$ cat config.mk
export PLATFORM = sky130hd
export DESIGN_NAME = thermal_clock_throttle
export DESIGN_NICKNAME = d
export VERILOG_FILES = /design/src/logic/tct_pkg.sv /design/src/logic/tct_modulator.sv /design/src/logic/thermal_clock_throttle.sv
export VERILOG_INCLUDE_DIRS = /design/src /design/src/logic
export SDC_FILE = /design/constraint.sdc
export NUM_CORES = 1
export LEC_CHECK = 0
export BUFFER_PORTS_ARGS = -buffer_cell sky130_fd_sc_hd__buf_2
export CAP_MARGIN = 5
export CORE_MARGIN = 1.5
export CORE_UTILIZATION = 40
export DETAILED_ROUTE_END_ITERATION = 10
export GPL_ROUTABILITY_DRIVEN = 0
export GPL_TIMING_DRIVEN = 0
export SLEW_MARGIN = 20
export SYNTH_ARGS = -nofsm -noshare
export SYNTH_HDL_FRONTEND = slang
export SYNTH_SLANG_ARGS = --single-unit
export TNS_END_PERCENT = 100
$ cat constraint.sdc
create_clock -name clk -period 3.7 [get_ports clk]
set_clock_uncertainty 0.05 [all_clocks]
set_input_delay 0.37 -clock clk [delete_from_list [all_inputs] [get_ports clk]]
set_output_delay 0.37 -clock clk [all_outputs]
set_load 0.03 [all_outputs]
$ cat src/logic/tct_params.svh
// tct_params.svh: register offsets, field positions, reset values and timing counts
// for the thermal clock throttle; included by the package user files.
`ifndef TCT_PARAMS_SVH
`define TCT_PARAMS_SVH

// ----------------------------------------
// register byte offsets
// ----------------------------------------
`define TCT_OFS_MSRCTL 12'h000
`define TCT_OFS_ACPICTL 12'h004
`define TCT_OFS_STATUS 12'h008
`define TCT_OFS_IRQST 12'h00C
`define TCT_OFS_IRQMSK 12'h010
`define TCT_OFS_PERIOD 12'h014
`define TCT_OFS_LPWR 12'h018

// ----------------------------------------
// field positions
// ----------------------------------------
`define TCT_MSR_AUTOEN 0
`define TCT_MSR_IRQASSERT 1
`define TCT_MSR_IRQDEASSERT 2
`define TCT_ACPI_DUTY_LO 1
`define TCT_ACPI_DUTY_HI 3
`define TCT_ACPI_ONDEMAND 4
`define TCT_IRQ_ASSERT 0
`define TCT_IRQ_DEASSERT 1

// ----------------------------------------
// reset values and timing
// ----------------------------------------
`define TCT_MSRCTL_RST 3'h0
`define TCT_ACPICTL_RST 5'h00
`define TCT_IRQMSK_RST 2'h0
`define TCT_PERIOD_RST 8'h10
`define TCT_AUTO_DUTY 3'h4
`define TCT_HYST_CYC 8'h40

`endif

$ cat src/logic/tct_pkg.sv
// tct_pkg.sv: types shared by the thermal clock throttle modules.
// assumes tct_params.svh is compiled alongside.
`default_nettype none
package tct_pkg;
    typedef enum logic [1:0] {TCT_IDLE, TCT_AUTO, TCT_DEMAND} tct_mode_t;
endpackage : tct_pkg
`default_nettype wire

$ cat src/logic/tct_modulator.sv
// tct_modulator.sv: gating pattern of the core clock enable.
// assumes one step of the period per clock cycle, period register from the top.
`timescale 1ns/1ps
`default_nettype none
module tct_modulator (
    input wire logic clk,
    input wire logic nrst,
    input wire logic ce,
    input wire logic active,
    input wire logic [2:0] duty,
    input wire logic [7:0] stepLen,
    output logic clkOn
);
    logic [7:0] stepCnt_r;
    logic [2:0] phase_r;

    // ----------------------------------------
    // eight phases of stepLen plus one cycles each
    // ----------------------------------------
    // the step length is fixed in core cycles, so the wall-clock cycle time
    // shortens as the core clock speeds up
    always_ff @(posedge clk) begin
        if (!nrst) begin
            stepCnt_r <= 8'h00;
            phase_r <= 3'h0;
        end else if (ce) begin
            if (!active) begin
                stepCnt_r <= 8'h00;
                phase_r <= 3'h0;
            end else if (stepCnt_r >= stepLen) begin
                stepCnt_r <= 8'h00;
                phase_r <= phase_r + 3'h1;
            end else begin
                stepCnt_r <= stepCnt_r + 8'h01;
            end
        end
    end

    // clocks run during the first duty eighths, stop for the rest
    always_comb begin
        clkOn = !active || (phase_r < duty);
    end
endmodule : tct_modulator
`default_nettype wire

$ cat src/logic/thermal_clock_throttle.sv
// thermal_clock_throttle.sv: on-die thermal throttling control with APB registers.
// assumes a synchronous trip comparator input and a resolved processor-hot pin level.
//
// The implementer's own choices: the APB interface to the registers and the address map.
`timescale 1ns/1ps
`default_nettype none
`include "tct_params.svh"
module thermal_clock_throttle (
    input wire logic clk,
    input wire logic nrst,
    input wire logic ce,
    input wire logic psel,
    input wire logic penable,
    input wire logic pwrite,
    input wire logic [11:0] paddr,
    input wire logic [31:0] pwdata,
    output logic [31:0] prdata,
    output logic pready,
    output logic pslverr,
    input wire logic overTrip,
    input wire logic lowPowerState,
    input wire logic processorHotIn,
    output logic processorHotOut,
    output logic processorHotOe,
    input wire logic snoopReq,
    output logic snoopAck,
    input wire logic intReq,
    output logic intDeliver,
    output logic coreClkEn,
    output logic throttleActive,
    output logic irq
);
    logic [2:0] msrCtl_r;
    logic [4:0] acpiCtl_r;
    logic [1:0] irqSt_r;
    logic [1:0] irqMsk_r;
    logic [7:0] period_r;
    logic hot_r;
    logic [7:0] hystCnt_r;
    logic hotDrive_r;
    logic pinLow_r;
    logic intPend_r;
    tct_pkg::tct_mode_t mode_r;
    tct_pkg::tct_mode_t mode_nxt;
    logic [2:0] dutySel;
    logic clkOn;
    logic throttleOn;
    logic apbWr;
    logic apbRd;
    logic extHot;
    logic pinLow;
    logic evAssert;
    logic evDeassert;
    logic [31:0] rdMux;
    logic rdErr;

    // exact word match; any other byte offset inside a word is unmapped
    function automatic logic hit(input logic [11:0] a, input logic [11:0] ofs);
        hit = (a == ofs);
    endfunction : hit

    // ----------------------------------------
    // apb access
    // ----------------------------------------
    // zero wait states: every access completes in its first access cycle
    // writes to read-only words are dropped; unmapped words also flag pslverr
    always_comb begin
        apbWr = psel && penable && pwrite;
        apbRd = psel && penable && !pwrite;
    end

    // status word: pin level seen, own drive, hot latch, mode, throttle active
    always_comb begin
        rdMux = 32'h0000_0000;
        rdErr = 1'b0;
        if (hit(paddr, `TCT_OFS_MSRCTL)) begin
            rdMux = {29'h0, msrCtl_r};
        end else if (hit(paddr, `TCT_OFS_ACPICTL)) begin
            rdMux = {27'h0, acpiCtl_r};
        end else if (hit(paddr, `TCT_OFS_STATUS)) begin
            rdMux = {26'h0, pinLow_r, hotDrive_r, hot_r, mode_r, throttleActive};
        end else if (hit(paddr, `TCT_OFS_IRQST)) begin
            rdMux = {30'h0, irqSt_r};
        end else if (hit(paddr, `TCT_OFS_IRQMSK)) begin
            rdMux = {30'h0, irqMsk_r};
        end else if (hit(paddr, `TCT_OFS_PERIOD)) begin
            rdMux = {24'h0, period_r};
        end else if (hit(paddr, `TCT_OFS_LPWR)) begin
            rdMux = {31'h0, lowPowerState};
        end else begin
            rdErr = 1'b1;
        end
    end

    always_ff @(posedge clk) begin
        if (!nrst) begin
            prdata <= 32'h0000_0000;
            pready <= 1'b0;
            pslverr <= 1'b0;
        end else if (ce) begin
            pready <= psel && !penable;
            pslverr <= psel && !penable && rdErr;
            prdata <= (psel && !penable && !pwrite) ? rdMux : 32'h0000_0000;
        end
    end

    // registered pready lags one cycle, so the access phase is the cycle it is seen high
    logic accWr;
    logic accRd;
    always_comb begin
        accWr = apbWr && pready && !pslverr;
        accRd = apbRd && pready && !pslverr;
    end

    // ----------------------------------------
    // control registers
    // ----------------------------------------
    always_ff @(posedge clk) begin
        if (!nrst) begin
            msrCtl_r <= `TCT_MSRCTL_RST;
        end else if (ce && accWr && hit(paddr, `TCT_OFS_MSRCTL)) begin
            msrCtl_r <= pwdata[2:0];
        end
    end

    // bit 0 of the acpi word has no storage and always reads zero
    always_ff @(posedge clk) begin
        if (!nrst) begin
            acpiCtl_r <= `TCT_ACPICTL_RST;
        end else if (ce && accWr && hit(paddr, `TCT_OFS_ACPICTL)) begin
            acpiCtl_r <= {pwdata[4:1], 1'b0};
        end
    end

    // the mask only gates the irq output; status bits latch regardless
    always_ff @(posedge clk) begin
        if (!nrst) begin
            irqMsk_r <= `TCT_IRQMSK_RST;
            period_r <= `TCT_PERIOD_RST;
        end else if (ce && accWr) begin
            if (hit(paddr, `TCT_OFS_IRQMSK)) begin
                irqMsk_r <= pwdata[1:0];
            end
            if (hit(paddr, `TCT_OFS_PERIOD)) begin
                period_r <= pwdata[7:0];
            end
        end
    end

    // ----------------------------------------
    // temperature with hysteresis
    // ----------------------------------------
    // trip level is the comparator's own; nothing here can move it
    // any return above trip restarts the cool-down count from zero
    // limitation: the window is a fixed core-cycle count, not a temperature band
    always_ff @(posedge clk) begin
        if (!nrst) begin
            hot_r <= 1'b0;
            hystCnt_r <= 8'h00;
        end else if (ce) begin
            if (overTrip) begin
                hot_r <= 1'b1;
                hystCnt_r <= 8'h00;
            end else if (hot_r) begin
                // stay hot until cool for a full hysteresis window
                if (hystCnt_r >= `TCT_HYST_CYC) begin
                    hot_r <= 1'b0;
                    hystCnt_r <= 8'h00;
                end else begin
                    hystCnt_r <= hystCnt_r + 8'h01;
                end
            end
        end
    end

    // ----------------------------------------
    // processor-hot pin
    // ----------------------------------------
    // in low power a new assertion is held off; one already up stays up
    always_ff @(posedge clk) begin
        if (!nrst) begin
            hotDrive_r <= 1'b0;
        end else if (ce) begin
            if (lowPowerState) begin
                // keep what the pin shows on entry, even if the die cools meanwhile;
                // release waits for the exit, when hot_r decides again
                hotDrive_r <= hotDrive_r;
            end else begin
                hotDrive_r <= hot_r;
            end
        end
    end

    // out is parked high in reset so the pin rests at its pull-up level
    always_ff @(posedge clk) begin
        if (!nrst) begin
            processorHotOut <= 1'b1;
            processorHotOe <= 1'b0;
        end else if (ce) begin
            // open drain: only ever pulls low
            processorHotOut <= 1'b0;
            processorHotOe <= hotDrive_r;
        end
    end

    // pin low while not driven by us means an outside party pulls it
    always_comb begin
        pinLow = !processorHotIn;
        extHot = pinLow && !processorHotOe;
    end

    always_ff @(posedge clk) begin
        if (!nrst) begin
            pinLow_r <= 1'b0;
        end else if (ce) begin
            pinLow_r <= pinLow;
        end
    end

    // ----------------------------------------
    // pin edge interrupts
    // ----------------------------------------
    // edges are taken on the resolved pin, so our own drive and an outside
    // pull both count; each edge kind needs its enable in the control word
    always_comb begin
        evAssert = pinLow && !pinLow_r && msrCtl_r[`TCT_MSR_IRQASSERT];
        evDeassert = !pinLow && pinLow_r && msrCtl_r[`TCT_MSR_IRQDEASSERT];
    end

    // a new edge in the clearing read wins over the clear
    always_ff @(posedge clk) begin
        if (!nrst) begin
            irqSt_r <= 2'h0;
        end else if (ce) begin
            irqSt_r <= ((accRd && hit(paddr, `TCT_OFS_IRQST)) ? 2'h0 : irqSt_r)
                | {evDeassert, evAssert};
        end
    end

    always_ff @(posedge clk) begin
        if (!nrst) begin
            irq <= 1'b0;
        end else if (ce) begin
            irq <= |(irqSt_r & irqMsk_r);
        end
    end

    // ----------------------------------------
    // mode selection
    // ----------------------------------------
    // auto first: it must win over on-demand whenever auto is enabled and the die is hot;
    // an outside pull counts only with auto mode enabled, like the own trip
    always_comb begin
        if (msrCtl_r[`TCT_MSR_AUTOEN] && (hot_r || extHot)) begin
            mode_nxt = tct_pkg::TCT_AUTO;
        end else if (acpiCtl_r[`TCT_ACPI_ONDEMAND]) begin
            mode_nxt = tct_pkg::TCT_DEMAND;
        end else begin
            mode_nxt = tct_pkg::TCT_IDLE;
        end
    end

    always_ff @(posedge clk) begin
        if (!nrst) begin
            mode_r <= tct_pkg::TCT_IDLE;
        end else if (ce) begin
            mode_r <= mode_nxt;
        end
    end

    // one decode of throttling feeds both the modulator and the status output,
    // so the two can never disagree about whether clocks may be gated
    always_comb begin
        throttleOn = (mode_r != tct_pkg::TCT_IDLE);
    end

    always_comb begin
        case (mode_r)
            tct_pkg::TCT_AUTO: dutySel = `TCT_AUTO_DUTY;
            tct_pkg::TCT_DEMAND: begin
                // code 0 is taken as the smallest step, one eighth on
                dutySel = (acpiCtl_r[3:1] == 3'h0) ? 3'h1 : acpiCtl_r[3:1];
            end
            default: dutySel = 3'h0;
        endcase
    end

    // the modulator restarts at phase 0 each time throttling begins
    tct_modulator u_mod (
        .clk(clk),
        .nrst(nrst),
        .ce(ce),
        .active(throttleOn),
        .duty(dutySel),
        .stepLen(period_r),
        .clkOn(clkOn)
    );

    always_ff @(posedge clk) begin
        if (!nrst) begin
            coreClkEn <= 1'b1;
            throttleActive <= 1'b0;
        end else if (ce) begin
            // registered so the gate cannot glitch; it lags the phase by one cycle
            coreClkEn <= clkOn;
            throttleActive <= throttleOn;
        end
    end

    // ----------------------------------------
    // snoop and interrupt delivery
    // ----------------------------------------
    // snoops are answered regardless of gating; interrupts wait for clocks-on
    // requests that arrive while gated wait in intPend_r; several of them
    // merge into one delivery at the next clocks-on cycle
    always_ff @(posedge clk) begin
        if (!nrst) begin
            snoopAck <= 1'b0;
            intPend_r <= 1'b0;
            intDeliver <= 1'b0;
        end else if (ce) begin
            snoopAck <= snoopReq;
            if (clkOn && (intPend_r || intReq)) begin
                intDeliver <= 1'b1;
                intPend_r <= 1'b0;
            end else begin
                intDeliver <= 1'b0;
                intPend_r <= intPend_r || intReq;
            end
        end
    end
endmodule : thermal_clock_throttle
`default_nettype wire

==> impl_results.md, run 1 <==
* Netlist Area Pre-Place at between 3000 and 4000 sq um
* Core area at ~7400 sq um
* Antenna violation net count after detailed routing at 0
* Worst Max-Slew Pin Slew at roughly 700 ps
* Via Count at about 2.9k
* Peak supply drop at about 0.19 mV
* WHS at ~210 ps
* Setup TNS at 0 ps
* Fmax at between 400 and 500 MHz
* Status: completed
* Cts bufs inserted at 9
* CTS tree: yes
* Vias in the first global route at around 2.7k
* Total track usage at 20.5%
* Initial antenna violation count at 0
* Overflow after GRT at 0
* Die width at 91.2 microns
* Setup WS pre-CTS at between 1000 and 1500 ps
* Slew HR at between 50% and 60%
* Worst setup path category: flip-flop to flip-flop
* Post-CTS setup buffer count at 0
* 1st-pass router iterations at 5
* Worst-skew pair later-pin latency at ~340 ps
* Die Y at just over 90 microns
* ANT cells at 0
* Layout cells sized above 1 at between 10% and 20%
* # nets final at between 500 and 600
* Most frequent cells in the layout: dfxtp_1, buf_2, nand2_1, nor2_1, o21ai_0
* Std-Cell Rows at 31
* Worst path top cell family by delay: compound AO/OA/AOI/OAI gates
* CP max stage delay at approximately 620 ps
* Ports at 96
* DRT iter0 DRCs at 239
* Drt total wl at 8050 microns
* CP max FO at 8
* Vias per inst at between 5 and 6
* CP max stage cell: a41oi_1
* Commonest non-fill, non-tap cell in the layout: dfxtp_1
* Non-Filler Instances at ~560
* Worst Path Buf+Inv at 0
* Clock sink count at between 60 and 70
* Yosys reg bits at between 60 and 70
* IO buf count at 47
* Ys Warns at 0
* Worst-path clk slew at 70 ps
* Die Area at about 8300 sq um
* Inst Count DP at approximately 550
* Kind of end point of the critical path: flip-flop
* Final period util at 63.0%
* DRC at 0
* Finish-stage setup viols at 0
* Clk buf depth at 2
* Most frequent CP cell: o21ai_0
* Root Buffer: clkbuf_8
* First-pass GRT wire length at 13300 microns
* Syn-to-layout area delta at 21.2%
* Critical Path Start Type: flip-flop
* # hold bufs at CTS at 0
* Worst path cell trace: ha_1 > a211oi_1 > o21ai_0 > a41oi_1 > o21ai_0 > nor2_1
* RSZ-0062 raised after global routing: false
* Max Slew Vio Count at 0
* Final worst slack at approximately 1400 ps
* Max Cap Viol at 0
* Cell variety after synth at 50
* CP arrival at approximately 2600 ps
* Max H-tree Level at 3
* Final number of hold-violating endpoints at 0
* Fin crit period at about 2300 ps
* Leak at approximately 0.0016 uW
* Starting Density at between 40% and 50%
* Hpwl dp at about 6100 microns
* Data required, critical path at 3930 ps
* Avg WL per Cell at around 14 microns
* Tightest Hold Check Type: input port to flip-flop
* Largest net degree at the start of global routing at 11
* Post-Syn Area per Cell at between 8 and 9 sq um
* Post_cts resized at 0
* Syn Inst Count at 378
* Fillers at approximately 740
* Power density over the cells at around 390 nW/um^2
* Register area share after synthesis at between 30 and 40%
==> cell type report <==
type / instances / area, sq um / share of cell area, %
multi-input cells: 284 / 1670 / 44.4
flip-flops and latches: 61 / 1220 / 32.4
repair buffers: 47 / 235 / 6.24
plain buffers: 38 / 234 / 6.21
clock buffers: 11 / 141 / 3.75
well taps: 99 / 124 / 3.29
clock inverters: 4 / 72.6 / 1.93
inverters: 18 / 67.6 / 1.79
==> per-stage QoR <==
| stage | cell area [sq um] | power (uW) | util (%) |
|---|---|---|---|
| after CTS | 3770 | 1500 | 51.1 |
| after floorplan | 3200 | 801 | - |
| final | 3770 | 1490 | 51.1 |
| after detailed placement | 3550 | 850 | 48.2 |
| after global routing | 3770 | 1540 | 51.1 |
| after global placement | 3550 | 849 | 48.2 |
==> cells in the mapped netlist (all sizes together) <==
master   count  area share (%)
dfxtp       61              39
nand2       40             4.9
nor2        37             4.5
o21ai       32             5.2
nand3       29             4.7
buf         27             6.2
a21oi       21             3.4
inv         17             2.1
ha          16             6.4
clkbuf      11             1.3
mux2i       10             3.2
a211oi       6             1.4
nand4        5             1.0
nor2b        5             1.0
nor3         5            0.80
a22oi        4            0.97
a32o         4             1.3
and3         4            0.80
or4          4             1.2
a21o         3            0.72
nand2b       3            0.60
xor2         3            0.85
a32oi        2            0.56
a41oi        2            0.56
nand3b       2            0.48
nor4         2            0.89
o2111ai      2            0.56
o211ai       2            0.48
o32ai        2            0.56
or3          2            0.40
xnor2        2            0.56
a221o        1            0.32
a221oi       1            0.28
a31oi        1            0.20
and4         1            0.32
and4b        1            0.32
clkinv       1            0.12
conb         1            0.12
nor3b        1            0.24
o21a         1            0.24
o21bai       1            0.24
o22ai        1            0.20
o31ai        1            0.24
or3b         1            0.28
==> metal layers <==
layer	global-route usage (%)	part of all wire [%]	up-vias
li1	-	-	1460
met1	25.8	46	1328
met2	33.6	46	101
met3	6.20	7.1	8
met4	5.99	1.1	0
met5	0	0	-
==> power breakdown <==
part	total [uW]	switching (uW)	internal, uW
Clock	650	258	393
Combinational	165	110	54.4
Sequential	672	7.09	665
Total	1490	375	1110
==> sequential cells by signal, indices dropped and copies added (netlist names), 2 cells and up <==
name and count:
acpiCtl_r 4, hystCnt_r 8, irqSt_r 2, period_r 8, msrCtl_r 3, prdata 8, mode_r 2, u_mod.phase_r 3
irqMsk_r 2, u_mod.stepCnt_r 8
==> final timing paths <==
kind	startpoint	to	slack [ps]	cells after the start
worst max register to register	u_mod.stepCnt_r[2]	u_mod.stepCnt_r[4]	1370	6
worst max-delay path	u_mod.stepCnt_r[2]	u_mod.stepCnt_r[4]	1370	6
worst min register to register	prdata[0]	prdata[0]	400	2
worst min-delay path	pwdata[4]	period_r[4]	210	3
==> kinds of logic after synthesis <==
kind of cell    after synthesis  synth area share [%]
flops                        61                  39.3
simple gates                142                  22.4
compound gates               87                  17.4
xor+xnor                      5                  1.41
mux                          10                  3.22
other cells                   1                 0.121
fa+ha+maj                    16                  6.44
buf+inv                      56                  9.70
==> worst min-delay path: stages <==
cell,delay (ps)
buf_2,90
mux2i_1,60
nand2_1,60
Power figures use the tool's default switching activity.
==> inputs of run 2 (changes only) <==
--- a/config.mk
+++ b/config.mk
@@ -6,6 +6,7 @@
 export SDC_FILE = /design/constraint.sdc
 export NUM_CORES = 1
 export LEC_CHECK = 0
+export ABC_AREA = 1
 export BUFFER_PORTS_ARGS = -buffer_cell sky130_fd_sc_hd__buf_2
 export CAP_MARGIN = 5
 export CORE_MARGIN = 1.5
@@ -13,6 +14,7 @@
 export DETAILED_ROUTE_END_ITERATION = 10
 export GPL_ROUTABILITY_DRIVEN = 0
 export GPL_TIMING_DRIVEN = 0
+export PLACE_DENSITY = 0.67
 export SLEW_MARGIN = 20
 export SYNTH_ARGS = -nofsm -noshare
 export SYNTH_HDL_FRONTEND = slang
==> constraint.sdc (replaced) <==
create_clock -name clk -period 2.1 [get_ports clk]
set_clock_uncertainty 0.05 [all_clocks]
set_input_delay 0.21 -clock clk [delete_from_list [all_inputs] [get_ports clk]]
set_output_delay 0.21 -clock clk [all_outputs]
set_load 0.03 [all_outputs]
==> impl_results.md, run 2 <==
* Netlist Area Pre-Place at 3240 sq um (was 3110 sq um)
* CP arrival at 2040 ps (was 2560 ps)
* Cts bufs inserted at 9 (unchanged)
* Hold Crit Start: snoopReq (was pwdata[4])
* Status: completed (unchanged)
* Fillers at 775 (was 742)
* Cell variety after synth at 38 (was 50)
* RSZ-0062 raised after global routing: false (unchanged)
* DRT iter0 DRCs at 151 (was 239)
* Setup TNS at 0 ps (unchanged)
* Worst-skew pair later-pin latency at 340 ps (about the same)
* Total track usage at 20.3% (was 20.5%)
* CP max stage delay at 370 ps (was 620 ps)
* Worst path top cell family by delay: simple AND/OR/NAND/NOR gates (was compound AO/OA/AOI/OAI gates)
* Syn-to-layout area delta at 20.2% (was 21.2%)
* Ys Warns at 0 (unchanged)
* Largest net degree at the start of global routing at 12 (was 11)
* Initial antenna violation count at 0 (unchanged)
* Data required, critical path at 2300 ps (was 3930 ps)
* Fin crit period at 1830 ps (was 2330 ps)
* Inst Count DP at 617 (was 547)
* CTS tree: yes (unchanged)
* Peak supply drop at 0.396 mV (was 0.188 mV)
* Fmax at 546 MHz (was 429 MHz)
* Synth cell count leaders: nand2_1, dfxtp_1, inv_1 (was dfxtp_1, nand2_1, nor2_1)
* IO buf count at 45 (was 47)
* Final instance area at 3890 sq um (was 3770 sq um)
* Commonest non-fill, non-tap cell in the layout: nand2_1 (was dfxtp_1)
* Max H-tree Level at 3 (unchanged)
* Slew HR at 43.9% (was 51.6%)
* Yosys top cell area share at 37.7% (was 39.3%)
* Worst setup path category: flip-flop to flip-flop (unchanged)
* Worst reg-to-reg setup slack at 270 ps (was 1370 ps)
* Via Count at 3104 (was 2897)
* Max Cap Viol at 0 (unchanged)
* Post-synth ARST share at 0% (unchanged)
* Final period util at 87.3% (was 63.0%)
* Final worst slack at 267 ps (was 1370 ps)
* Die width at 93.0 microns (was 91.2 microns)
* First-pass GRT wire length at 13500 microns (was 13300 microns)
* CP max FO at 7 (was 8)
* Most common cell in the netlist: nand2_1 (was dfxtp_1)
* Tightest Hold Check Type: input port to flip-flop (unchanged)
* Cell taking the most area after synthesis: dfxtp_1 (unchanged)
* Clk buf depth at 2 (unchanged)
* Register area share after synthesis at 37.7% (was 39.3%)
* Worst-path clk slew at 70 ps (about the same)
* Yosys reg bits at 61 (unchanged)
* Critical Path Start Type: flip-flop (unchanged)
* Std-Cell Rows at 32 (was 31)
* Vias in the first global route at 2952 (was 2718)
* Antenna violation net count after detailed routing at 0 (unchanged)
* Hpwl dp at 6310 microns (was 6070 microns)
* Overflow after GRT at 0 (unchanged)
* Layout cells sized above 1 at 19.4% (was 19.9%)
* Ys flop type: dfxtp_1 (unchanged)
* ANT cells at 0 (unchanged)
* 1st-pass router iterations at 5 (unchanged)
* Setup WS pre-CTS at 238 ps (was 1230 ps)
* Die Y at 93.0 microns (was 91.2 microns)
* Hold Path Stages at 3 (unchanged)
* Kind of end point of the critical path: flip-flop (unchanged)
* CP max stage cell: dfxtp_1 (was a41oi_1)
* Starting Density at 41.7% (was 42.2%)
* Worst Path Buf+Inv at 1 (was 0)
* Post-Syn Area per Cell at 7.25 sq um (was 8.23 sq um)
* Avg WL per Cell at 13.0 microns (was 14.3 microns)
* Worst R2R Start: period_r[1] (was u_mod.stepCnt_r[2])
* Power density over the cells at 675 nW/um^2 (was 395 nW/um^2)
* Ports at 96 (unchanged)
* Clock sink count at 61 (unchanged)
* Drt total wl at 8210 microns (was 8050 microns)
* Pwr Total at 2630 uW (was 1490 uW)
* Final number of hold-violating endpoints at 0 (unchanged)
* Syn Inst Count at 447 (was 378)
* Max Slew Vio Count at 0 (unchanged)
* FF-to-FF path depth at 9 (was 6)
* # nets final at 597 (was 530)
* Die Area at 8650 sq um (was 8310 sq um)
* Finish-stage setup viols at 0 (unchanged)
* Worst R2R End: u_mod.stepCnt_r[2] (was u_mod.stepCnt_r[4])
* WHS Endpoint: snoopAck (was period_r[4])
* Worst Max-Slew Pin Slew at 839 ps (was 717 ps)
* Most frequent cells in the layout: nand2_1, dfxtp_1, inv_1, buf_2, a21oi_1 (was dfxtp_1, buf_2, nand2_1, nor2_1, o21ai_0)
* DRC at 0 (unchanged)
* Most frequent CP cell: nand2_1 (was o21ai_0)
* Worst path cell trace: inv_1 > ha_1 > a21oi_1 > o21ai_0 > nand2_1 > nand4_1 > nand2_1 > nand2_1 > nor3_1 (was ha_1 > a211oi_1 > o21ai_0 > a41oi_1 > o21ai_0 > nor2_1)
* Root Buffer: clkbuf_8 (unchanged)
* Area contributors post-synth: dfxtp_1, nand2_1, a21oi_1, inv_1, ha_1 (was dfxtp_1, ha_1, buf_4, o21ai_0, nand2_1)
* Leak at 0.00174 uW (was 0.00161 uW)
* Non-Filler Instances at 633 (was 562)
* Core area at 7770 sq um (was 7370 sq um)
* DP Area at 3680 sq um (was 3550 sq um)
* Vias per inst at 4.90 (was 5.15)
* Number of synthesized flops with an enable pin at 0 (unchanged)
-- run 2: cell types whose count changed in the layout (fill, tap and decap cells not counted), moves of 7 or more --
cell      change
a21oi_1      +24
nand3_1       -7
inv_1        +38
o21ai_0       +7
nand4_1       +7
clkbuf_1      -9
mux2i_1      -10
nand2_1      +47
-- run 2: how the worst max path moves through the flow --
stage                start                  to  slack, ps  depth (start not counted)
2_1_floorplan    mode_r[0]           intPend_r        470                         12
5_1_grt          mode_r[0]          intDeliver         60                         11
4_1_cts          mode_r[0]          intDeliver        230                         11
6_report       period_r[1]  u_mod.stepCnt_r[2]        270                          9
3_3_place_gp     mode_r[0]           intPend_r        290                         12
3_5_place_dp     mode_r[0]          intDeliver        240                         11
-- run 2: logic make-up (layout without fill, tap and decap cells) --
kind of cell	Yosys count	count (layout)	synth area share, %
xor gates and xnor gates	6	6	1.62
and+or+nand+nor	173	173	24.3
adders and majority gates	16	16	6.18
AOI/OAI and AO/OA	98	98	16.2
DFF	61	61	37.7
buffers and inverters	92	153	13.9
other	1	24	0.116
-- run 2: what timing repair did --
action,4_1_cts,5_1_grt
setup endpoints to repair,0,2
hold buffers,0,0
setup buffers,0,0
resized for setup,0,1
-- run 2: per-layer routing --
metal | part of all wire, % | vias up | global-route usage [%] | routed length, microns
li1 | - | 1588 | - | -
met1 | 45 | 1383 | 24.9 | 3680
met2 | 46 | 120 | 34.6 | 3780
met3 | 7.5 | 13 | 4.39 | 619
met4 | 1.6 | 0 | 7.83 | 131
met5 | 0 | - | 0 | 0
-- run 2: tightest hold or removal path: cells and delay by family --
family	cells	cell delay, ps
buffers and inverters	1	80
and+or+nand+nor	2	110
-- run 2: report_power, final --
group | internal (uW) | switching [uW] | leakage, uW
clock | 661 | 487 | 0.000105
combinational | 91.4 | 200 | 0.00114
sequential | 1170 | 11.5 | 0.000494
total | 1930 | 699 | 0.00174
-- run 2: final cells by class --
cell class                 instances  area (sq um)  area share (%)
multi-input combinational        317          1660            42.5
sequential                        61          1220            31.4
buffer                            34           231            5.95
timing repair buffer              45           225            5.79
inverter                          58           218            5.59
tap                              102           128            3.28
clock buffer                       9           124            3.18
clock inverter                     7          90.1            2.31
-- run 2: metrics by stage --
stage	util, %	hold WS [ps]
global route	50.1	50.5
CTS	50.1	35.3
finish	50.1	42.5
detailed placement	47.4	384
global placement	47.4	373
floorplan	-	295
